<file path="src/rtl/frt_icu_pkg.sv">
// Purpose: constants for the free-running timer with four capture channels
// Assumes: classic wishbone, 32-bit data, word-aligned registers
// Notes: offsets are byte addresses
package frt_icu_pkg;
  localparam logic [7:0]  ADDR_CTRL      = 8'h00;
  localparam logic [7:0]  ADDR_COUNT     = 8'h04;
  localparam logic [7:0]  ADDR_CAP_CTRL  = 8'h08;
  localparam logic [7:0]  ADDR_STATUS    = 8'h0C;
  localparam logic [7:0]  ADDR_IRQ_EN    = 8'h10;
  localparam logic [7:0]  ADDR_IRQ_CLR   = 8'h14;
  localparam logic [7:0]  ADDR_XFER_EN   = 8'h18;
  localparam logic [7:0]  ADDR_CAP0      = 8'h20;
  localparam int          CTRL_DIV_LSB   = 0;
  localparam int          CTRL_STOP_BIT  = 2;
  localparam int          CTRL_CLR_BIT   = 3;
  localparam logic [3:0]  CTRL_RESET     = 4'h0;
  localparam logic [15:0] COUNT_RESET    = 16'h0000;
  localparam logic [7:0]  CAP_CTRL_RESET = 8'h00;
  localparam logic [4:0]  STAT_RESET     = 5'h00;
  localparam int          STAT_OVF_BIT   = 4;
  localparam int          NUM_CH         = 4;
  localparam logic [7:0]  OVF_IRQ_NUM    = 8'h13;
  // ratio select -> last prescale count (div 1,2,4,8)
  localparam logic [2:0]  DIV_LAST0      = 3'h0;
  localparam logic [2:0]  DIV_LAST1      = 3'h1;
  localparam logic [2:0]  DIV_LAST2      = 3'h3;
  localparam logic [2:0]  DIV_LAST3      = 3'h7;
  typedef enum logic [1:0] {
    EDGE_NONE    = 2'h0,
    EDGE_RISE    = 2'h1,
    EDGE_FALL    = 2'h2,
    EDGE_BOTH    = 2'h3
  } edge_sel_t;
endpackage : frt_icu_pkg

</file>
<file path="src/rtl/frt_icu.sv">
// Purpose: free-running 16-bit timer with four edge capture channels
// Assumes: capture pins synchronous to clk_i; single-cycle wishbone answer
// Notes: irq_o is the level request; ovf_irq_num_o names the vector of ovf_irq_o
module frt_icu
  import frt_icu_pkg::*;
(
  input  wire logic        clk_i,
  input  wire logic        rst_i,
  input  wire logic        cyc_i,
  input  wire logic        stb_i,
  input  wire logic        we_i,
  input  wire logic [7:0]  adr_i,
  input  wire logic [3:0]  sel_i,
  input  wire logic [31:0] dat_i,
  output logic      [31:0] dat_o,
  output logic             ack_o,
  input  wire logic [3:0]  cap_pin_i,
  output logic      [15:0] count_o,
  output logic             irq_o,
  output logic             ovf_irq_o,
  output logic      [7:0]  ovf_irq_num_o,
  output logic             xfer_req_o
);
  logic [3:0]  ctrl_ff;
  logic [15:0] count_ff;
  logic [2:0]  pre_ff;
  logic [7:0]  cap_ctrl_ff;
  logic [4:0]  stat_ff;
  logic [4:0]  irq_en_ff;
  logic [4:0]  xfer_en_ff;
  logic [3:0]  pin_prev_ff;
  logic [15:0] cap_ff [NUM_CH];
  logic        ack_ff;
  logic [31:0] dat_ff;
  logic [3:0]  nxt_ctrl;
  logic [15:0] nxt_count;
  logic [2:0]  nxt_pre;
  logic [7:0]  nxt_cap_ctrl;
  logic [4:0]  nxt_stat;
  logic [4:0]  nxt_irq_en;
  logic [4:0]  nxt_xfer_en;
  logic [31:0] nxt_dat;
  logic        req;
  logic        wr;
  logic        rd;
  logic        wr_ctrl;
  logic        wr_count;
  logic        wr_cap_ctrl;
  logic        wr_irq_en;
  logic        wr_irq_clr;
  logic        wr_xfer_en;
  logic        clr_req;
  logic        halted;
  logic        tick;
  logic        ovf;
  logic [2:0]  div_last;
  logic [3:0]  cap_hit;
  logic [4:0]  clr_mask;
  logic [4:0]  set_mask;
  logic [4:0]  pend;

  // byte address against a register offset
  function automatic logic reg_at(input logic [7:0] addr, input logic [7:0] offset);
    reg_at = (addr == offset);
  endfunction : reg_at

  // mode bit 0 rising, bit 1 falling
  function automatic logic edge_hit(input logic [1:0] mode, input logic prev,
                                    input logic cur);
    edge_hit = (mode[0] & ~prev & cur) | (mode[1] & prev & ~cur);
  endfunction : edge_hit

  // high byte kept unless its lane is selected
  function automatic logic [15:0] lane_merge(input logic [15:0] old, input logic [31:0] data,
                                             input logic [3:0] lanes);
    lane_merge = {lanes[1] ? data[15:8] : old[15:8], data[7:0]};
  endfunction : lane_merge

  // one request per ack; the ack cycle is not a new request
  assign req = cyc_i & stb_i & ~ack_ff;
  // writes need lane 0; it carries every field except the count high byte, which rides lane 1
  assign wr  = req & we_i & sel_i[0];
  assign rd  = req & ~we_i;

  assign wr_ctrl     = wr & reg_at(adr_i, ADDR_CTRL);
  assign wr_count    = wr & reg_at(adr_i, ADDR_COUNT);
  assign wr_cap_ctrl = wr & reg_at(adr_i, ADDR_CAP_CTRL);
  assign wr_irq_en   = wr & reg_at(adr_i, ADDR_IRQ_EN);
  assign wr_irq_clr  = wr & reg_at(adr_i, ADDR_IRQ_CLR);
  assign wr_xfer_en  = wr & reg_at(adr_i, ADDR_XFER_EN);
  assign clr_req     = wr_ctrl & dat_i[CTRL_CLR_BIT];
  assign halted      = ctrl_ff[CTRL_STOP_BIT];

  // clear bit is a strobe, never stored
  always_comb begin
    nxt_ctrl = ctrl_ff;
    if (wr_ctrl) begin
      nxt_ctrl = {1'b0, dat_i[2:0]};
    end
  end

  always_ff @(posedge clk_i) begin
    if (rst_i) begin
      ctrl_ff <= CTRL_RESET;
    end else begin
      ctrl_ff <= nxt_ctrl;
    end
  end

  always_comb begin
    case (ctrl_ff[CTRL_DIV_LSB +: 2])
      2'h0:    div_last = DIV_LAST0;
      2'h1:    div_last = DIV_LAST1;
      2'h2:    div_last = DIV_LAST2;
      2'h3:    div_last = DIV_LAST3;
      default: div_last = DIV_LAST0;
    endcase
  end

  assign tick = ~halted & (pre_ff == div_last);
  assign ovf  = tick & (count_ff == 16'hFFFF);

  always_comb begin
    if (halted || tick) begin
      nxt_pre = 3'h0;
    end else begin
      nxt_pre = pre_ff + 3'h1;
    end
  end

  always_ff @(posedge clk_i) begin
    if (rst_i) begin
      pre_ff <= 3'h0;
    end else begin
      pre_ff <= nxt_pre;
    end
  end

  // clear wins, load while halted, count and wrap
  always_comb begin
    nxt_count = count_ff;
    if (clr_req) begin
      nxt_count = COUNT_RESET;
    end else if (wr_count && halted) begin
      nxt_count = lane_merge(count_ff, dat_i, sel_i);
    end else if (tick) begin
      nxt_count = count_ff + 16'h0001;
    end
  end

  always_ff @(posedge clk_i) begin
    if (rst_i) begin
      count_ff <= COUNT_RESET;
    end else begin
      count_ff <= nxt_count;
    end
  end

  assign count_o = count_ff;

  // edge modes, two bits per channel
  always_comb begin
    nxt_cap_ctrl = cap_ctrl_ff;
    if (wr_cap_ctrl) begin
      nxt_cap_ctrl = dat_i[7:0];
    end
  end

  always_ff @(posedge clk_i) begin
    if (rst_i) begin
      cap_ctrl_ff <= CAP_CTRL_RESET;
    end else begin
      cap_ctrl_ff <= nxt_cap_ctrl;
    end
  end

  always_comb begin
    nxt_irq_en = irq_en_ff;
    if (wr_irq_en) begin
      nxt_irq_en = dat_i[4:0];
    end
  end

  always_ff @(posedge clk_i) begin
    if (rst_i) begin
      irq_en_ff <= STAT_RESET;
    end else begin
      irq_en_ff <= nxt_irq_en;
    end
  end

  always_comb begin
    nxt_xfer_en = xfer_en_ff;
    if (wr_xfer_en) begin
      nxt_xfer_en = dat_i[4:0];
    end
  end

  always_ff @(posedge clk_i) begin
    if (rst_i) begin
      xfer_en_ff <= STAT_RESET;
    end else begin
      xfer_en_ff <= nxt_xfer_en;
    end
  end

  // pin history for edge detection
  always_ff @(posedge clk_i) begin
    if (rst_i) begin
      pin_prev_ff <= 4'h0;
    end else begin
      pin_prev_ff <= cap_pin_i;
    end
  end

  // edge select, one detector for each of the four channels
  always_comb begin
    for (int i = 0; i < NUM_CH; i++) begin
      cap_hit[i] = edge_hit(cap_ctrl_ff[2*i +: 2], pin_prev_ff[i], cap_pin_i[i]);
    end
  end

  always_ff @(posedge clk_i) begin
    if (rst_i) begin
      for (int i = 0; i < NUM_CH; i++) begin
        cap_ff[i] <= COUNT_RESET;
      end
    end else begin
      for (int i = 0; i < NUM_CH; i++) begin
        if (cap_hit[i]) begin
          cap_ff[i] <= count_ff;
        end
      end
    end
  end

  // write-one clear, overflow on top bit
  assign clr_mask = wr_irq_clr ? dat_i[4:0] : 5'h00;
  assign set_mask = {ovf, cap_hit};

  always_comb begin
    nxt_stat = (stat_ff & ~clr_mask) | set_mask;
  end

  always_ff @(posedge clk_i) begin
    if (rst_i) begin
      stat_ff <= STAT_RESET;
    end else begin
      stat_ff <= nxt_stat;
    end
  end

  assign pend          = stat_ff & irq_en_ff;
  assign irq_o         = |pend;
  assign ovf_irq_o     = pend[STAT_OVF_BIT];
  assign ovf_irq_num_o = OVF_IRQ_NUM;
  assign xfer_req_o    = |(pend & xfer_en_ff);

  always_comb begin
    nxt_dat = 32'h0000_0000;
    case (adr_i)
      ADDR_CTRL:      nxt_dat = {29'h0, ctrl_ff[2:0]};
      ADDR_COUNT:     nxt_dat = {16'h0000, count_ff};
      ADDR_CAP_CTRL:  nxt_dat = {24'h000000, cap_ctrl_ff};
      ADDR_STATUS:    nxt_dat = {27'h0, stat_ff};
      ADDR_IRQ_EN:    nxt_dat = {27'h0, irq_en_ff};
      ADDR_XFER_EN:   nxt_dat = {27'h0, xfer_en_ff};
      ADDR_CAP0:      nxt_dat = {16'h0000, cap_ff[0]};
      ADDR_CAP0 + 8'h04: nxt_dat = {16'h0000, cap_ff[1]};
      ADDR_CAP0 + 8'h08: nxt_dat = {16'h0000, cap_ff[2]};
      ADDR_CAP0 + 8'h0C: nxt_dat = {16'h0000, cap_ff[3]};
      default:        nxt_dat = 32'h0000_0000;
    endcase
  end

  // answer one cycle after the request edge
  always_ff @(posedge clk_i) begin
    if (rst_i) begin
      ack_ff <= 1'b0;
    end else begin
      ack_ff <= req;
    end
  end

  // read data stands only with ack
  always_ff @(posedge clk_i) begin
    if (rst_i) begin
      dat_ff <= 32'h0000_0000;
    end else if (rd) begin
      dat_ff <= nxt_dat;
    end else begin
      dat_ff <= 32'h0000_0000;
    end
  end

  assign ack_o = ack_ff;
  assign dat_o = dat_ff;
endmodule : frt_icu

</file>
<file path="config.mk">
export PLATFORM = sky130hd
export DESIGN_NAME = frt_icu
export DESIGN_NICKNAME = d
export VERILOG_FILES = /design/src/rtl/frt_icu_pkg.sv /design/src/rtl/frt_icu.sv
export SDC_FILE = /design/constraint.sdc
export NUM_CORES = 1
export LEC_CHECK = 0
export ABC_CLOCK_PERIOD_IN_PS = 3000
export BUFFER_PORTS_ARGS = -buffer_cell sky130_fd_sc_hd__buf_2
export CORE_MARGIN = 2
export CORE_UTILIZATION = 40
export DETAILED_ROUTE_END_ITERATION = 16
export REMOVE_ABC_BUFFERS = 1
export SKIP_LAST_GASP = 1
export SLEW_MARGIN = 10
export SYNTH_ARGS = -nofsm -noshare
export SYNTH_HDL_FRONTEND = slang
export SYNTH_SLANG_ARGS = --single-unit
</file>
<file path="constraint.sdc">
create_clock -name clk_i -period 3 [get_ports clk_i]
set_input_delay 0.15 -clock clk_i [delete_from_list [all_inputs] [get_ports clk_i]]
set_output_delay 0.15 -clock clk_i [all_outputs]
set_load 0.02 [all_outputs]
</file>
=== After elaboration in Yosys (flattened, before gate mapping) ===
Memories as Yosys holds them, arrays and structs flattened.
Cells that the tools add are included.

* Memory bits (writable): 64
* Input bits: 53
* Bits in registers: 82
* Memories: 1
* Memory bits (read-only): 0
* Bits in latches: 0

* Div/mod/pow operators: 0
* Magnitude comparators: 0
* $mul: 0
* Bitwise gates (word level): 55
* Multiplexer cells: 24
* Equality and inequality tests: 16
* Reductions and logical operators: 11
* Add/sub/neg operators: 2
* Shift-type cells: 0

{| class="wikitable"
|+ Memories
! name !! words !! width !! read ports !! clocked after memory_dff !! wr ports !! RTL line !! RTL
|-
| cap_ff || 4 || 16 || 4 || 0 || 4 || frt_icu.sv:32 || <nowiki>logic [15:0] cap_ff [NUM_CH];</nowiki>
|}

{| class="wikitable"
|+ Operators by type and width
! operator !! count
|-
| $pmux W16 S10 || 1
|-
| $mux W16 || 6
|-
| $eq A8 B6 Y1 const B || 4
|-
| $and A1 B1 Y1 || 30
|-
| $eq A8 B5 Y1 const B || 3
|-
| $add A16 B1 Y16 const B || 1
|-
| $eq A16 B16 Y1 const B || 1
|-
| $eq A8 B4 Y1 const B || 2
|-
| $and A5 B5 Y5 || 3
|-
| $mux W1 || 14
|-
| $not A1 Y1 || 12
|-
| $pmux W3 S4 || 1
|-
| $reduce_or A5 Y1 || 2
|-
| $eq A8 B3 Y1 const B || 1
|-
| $logic_not A8 Y1 || 1
|-
| $mux W8 || 1
|-
| $or A1 B1 Y1 || 8
|-
| $reduce_or A2 Y1 || 3
|-
| $mux W5 || 1
|-
| $not A5 Y5 || 1
|-
| $or A5 B5 Y5 || 1
|-
| $eq A2 B2 Y1 const B || 2
|-
| $add A3 B1 Y3 const B || 1
|-
| $eq A3 B3 Y1 || 1
|-
| 7 further kinds || 7
|}

=== Depth between registers and ports, before layout ===
* Depth after elaboration: 9
* Depth in mapped cells: 7
* Gate-level depth less buffers: 6

=== Worst setup path before layout ===
OpenSTA, ideal clock, no wires.

* Kind: reg2reg
* From: reg count_ff[0], in the netlist count_o[0]
* To: reg count_ff[12], in the netlist count_o[12]
* Period minus slack after synthesis: 2108 ps
* Cell stages (with the launch flop): 7
* Setup slack: 892 ps
* Setup time: 119 ps
* Required time: 2881 ps
* Data arrival time: 1990 ps
* Buffers on the path: 0
* Path through: dfxtp_1 > ha_1 > nand3_1 > nor3_1 > nand3_1 > mux2_2 > o221a_2

* Cells in the longest elaborated chain, start to end: 3

{| class="wikitable"
|+ RTL lines
! item !! RTL line !! RTL
|-
| start, declared || frt_icu.sv:25 || <nowiki>logic [15:0] count_ff;</nowiki>
|-
| start signal, assigned || frt_icu.sv:155 || <nowiki>count_ff <= nxt_count;</nowiki>
|-
| $add A16 B1 Y16 || frt_icu.sv:147 || <nowiki>nxt_count = count_ff + 16'h0001;</nowiki>
|-
| $mux W16 || frt_icu.sv:146 || <nowiki>end else if (tick) begin</nowiki>
|-
| $mux W16 || frt_icu.sv:144 || <nowiki>end else if (wr_count && halted) begin</nowiki>
|}

No other way between the ends. The select of a mux whose other input is x is not followed.
A chain may end at the register's enable or synchronous reset.

=== Worst setup path after layout ===
* From: reg ctrl_ff[0]
* To: reg count_ff[14], in the netlist count_o[14]

* Cells in the longest elaborated chain, start to end: 6
* Elaborated cells between the ends (all ways): 9
* Classes of those cells: eq/ne (4); mux (1); bitwise (1); reduce/logical (3)

{| class="wikitable"
|+ RTL lines
! item !! RTL line !! RTL
|-
| start, declared || frt_icu.sv:24 || <nowiki>logic [3:0] ctrl_ff;</nowiki>
|-
| start signal, assigned || frt_icu.sv:106 || <nowiki>ctrl_ff <= nxt_ctrl;</nowiki>
|-
| $eq A2 B2 Y1 (tied with other cells) || frt_icu.sv:111 || <nowiki>case (ctrl_ff[CTRL_DIV_LSB +: 2])</nowiki>
|-
| $pmux W3 S4 * || frt_icu.sv:111 ||
|-
| $eq A3 B3 Y1 * || frt_icu.sv:120 || <nowiki>assign tick = ~halted & (pre_ff == div_last);</nowiki>
|-
| $and A1 B1 Y1 * || frt_icu.sv:120 ||
|-
| $reduce_bool A2 Y1 (no source line) * || -- ||
|-
| $reduce_and A2 Y1 (no source line) * || -- ||
|}

Every way passes the cells marked *; elsewhere a longest branch is shown, timed or not.

==> metrics.yaml <==
status: "finished clean"
initial_core_util_pct: 41.16
grt-ovfl-total: 0
fp.dieArea_sq_um: 16720
port_buffers: 70
crit_path_start_kind: "flip-flop"
synth_cell_types: 60
synthMuxAreaShare_pct: 5.898
async_flop_share_pct: 0
leakage_nw: 2.797
rsz0062_at_grt: "no"
globalplace.congestion: 0.9222
n_antenna_cell: 0
ys_seq_area_share_pct: 51.64
ys.flop_type: "dfxtp_1"
dp_slack_ps: 485.0
drc: 0
hold_ws_ps: 11.58
grt_start_max_net_pins: 33
synth-edff-count: 64
fin_crit_sh_pct: 79.34
cts_tree: "done"
design_area_sq_um: 7397
fmax_ghz: 0.4201
ys_warn_count: 0
synth.most_common_cell: "dfxtp_1"
fin_nets: 736
drt_iter0_markers: 442
clockRootBuffer: "clkbuf_16"
grt_use_total_pct: 21.50
p_per_area_nw_per_um2: 564.8
drive_gt1_share_pct: 21.18
ir_worst_vdd_uv: 367.9
grt_first_pass_wirelength_mm: 26.81
tns_ps: 0
rows: 45
area_growth_pct: 17.79
antenna_found_initial: 0
synthXorXnorAreaFrac_pct: 0.5579
drt-vias-per-instance: 5.520
drv_slew: 0
synthAdderAreaFrac_pct: 0.3985
post-route-min-period_ps: 2380
crit_type: "flip-flop to flip-flop"
syn_area_per_cell_sq_um: 10.28
synth_top_family_by_area: "simple AND/OR/NAND/NOR gates"
io_pins: 113
cp_max_fo: 18
htreeDepth: 4
relSlewSlack_pct: 20.34
nFillCells: 1400
final_util_pct: 48.48
endpoint_kind: "flip-flop"
core_sq_um: 15260
hold_path.class: "primary input to flip-flop"
synth_top_cell_by_area: "edfxtp_1"
synthTopCellsByArea: "edfxtp_1 31%, dfxtp_1 21%, and2_1 6.2%, mux2i_1 4.5%, nor2_1 3.2%"
syn_area_sq_um: 6280
clk_latency_ps: 420
finalSetupViolCount: 0
finalHoldViolCount: 0
fin_worst_skew_ps: 8.782
clk_path_buf_depth: 2
avgRoutedWirePerCell_um: 19.23
vias: 4996
cts-buffers-inserted: 17
ctsResizeCount: 0
wl_mm: 17.40
setup_ws_ps: 619.8
syn_inst: 611
cp.arrival_ps: 2690
synthTopCellsByCount: "66 x dfxtp_1, 64 x edfxtp_1, 62 x and2_1"
dp_hpwl_mm: 12.09
synth_simple_gate_area_share_pct: 21.74
cts_sinks: 130
worst_slew_pin_slew_ps: 1190
die_w_um: 129.3
first_pass_iters: 6
maxCapViolations: 0
required_ps: 3310
grt_pass1_vias: 4816
clk_pin_slew_ps: 60
yosysTopAreaCellShare_pct: 30.60
ant_nets: 0
placed_area_sq_um: 6764
synth_seq_cells: 130
synth_compound_area_share_pct: 13.33
die_y_um: 129.3
==> power by group <==
| group | switching, mW | internal (mW) | leakage [nW] |
|---|---|---|---|
| clock network | 0.777 | 1.30 | 0.287 |
| logic | 0.133 | 0.0518 | 1.32 |
| registers | 0.0208 | 1.89 | 1.19 |
==> stage by stage <==
| stage | cells | power, mW |
|---|---|---|
| after CTS | 905 | 4.202 |
| final | 905 | 4.178 |
| after global routing | 905 | 4.301 |
| after global placement | 869 | 2.127 |
| after detailed placement | 869 | 2.132 |
| after floorplan | 569 | 2.034 |
==> cell usage in the layout, fill, tap and decap left out, types with 5 or more instances in the layout <==
cell type,instances
clkbuf_16,17
nor2b_1,5
o21ai_0,10
a222oi_1,11
buf_4,19
nand4_1,8
nor3_1,14
edfxtp_1,64
a221oi_1,6
nor2_1,54
mux2_2,8
and2_1,62
a22oi_1,23
dfxtp_1,66
nand2_1,43
mux2i_1,28
a21oi_1,27
a31oi_1,16
inv_1,11
conb_1,24
nand3_1,21
buf_2,70
==> critical path, cell delays in order (launching register included) <==
cell and delay, ps:
dfxtp_1 440, xor2_1 250, nor4b_1 130, nor2_1 910, a22oi_1 240, o221a_2 300
==> registers in the layout, summed over array words and instances, names as in the netlist <==
name,flops
count_o,16
pin_prev_ff,4
stat_ff,5
ctrl_ff,3
cap_ctrl_ff,8
xfer_en_ff,5
dat_o,16
pre_ff,3
cap_ff,64
ack_o,1
irq_en_ff,5
==> final cells by class <==
class / instances / area, sq um / share of cell area (%)
well taps: 211 / 264.0 / 3.569
inverters: 11 / 41.29 / 0.5582
flip-flops and latches: 130 / 3243 / 43.84
repair buffers: 93 / 533.0 / 7.206
clock inverters: 14 / 163.9 / 2.216
clock buffers: 18 / 429.2 / 5.802
multi-input cells: 428 / 2723 / 36.81
==> what timing repair did <==
action                    CTS  global route
setup buffers               0             0
hold endpoints to repair    4             0
hold buffers                4             0
==> logic make-up after synthesis <==
logic type                 after synthesis
adders and majority gates                2
xor gates and xnor gates                 4
muxes                                   36
AOI/OAI and AO/OA                      116
DFF                                    130
and+or+nand+nor                        246
other                                    2
buffers and inverters                   75
==> routing by layer <==
metal	track usage (%)	part of all wire, %	wire (um)	up-vias
met1	29.02	44	7728	2436
li1	-	-	-	2341
met2	34.80	48	8342	196
met5	0	0	0	-
met4	7.928	1.6	278	0
met3	3.757	6.0	1052	23
==> path summary, 6_finish.rpt <==
check	endpoint	from	cells past startpoint	slack [ps]
min	cap_ctrl_ff[5]$_SDFFE_PP0P_	dat_i[5]	3	10
min reg2reg	stat_ff[4]$_SDFF_PP0_	stat_ff[4]$_SDFF_PP0_	2	520
max reg2reg	count_o[14]$_SDFFE_PP0P_	ctrl_ff[0]$_SDFFE_PP0P_	5	620
max	count_o[14]$_SDFFE_PP0P_	ctrl_ff[0]$_SDFFE_PP0P_	5	620
Power figures use the tool's default switching activity.
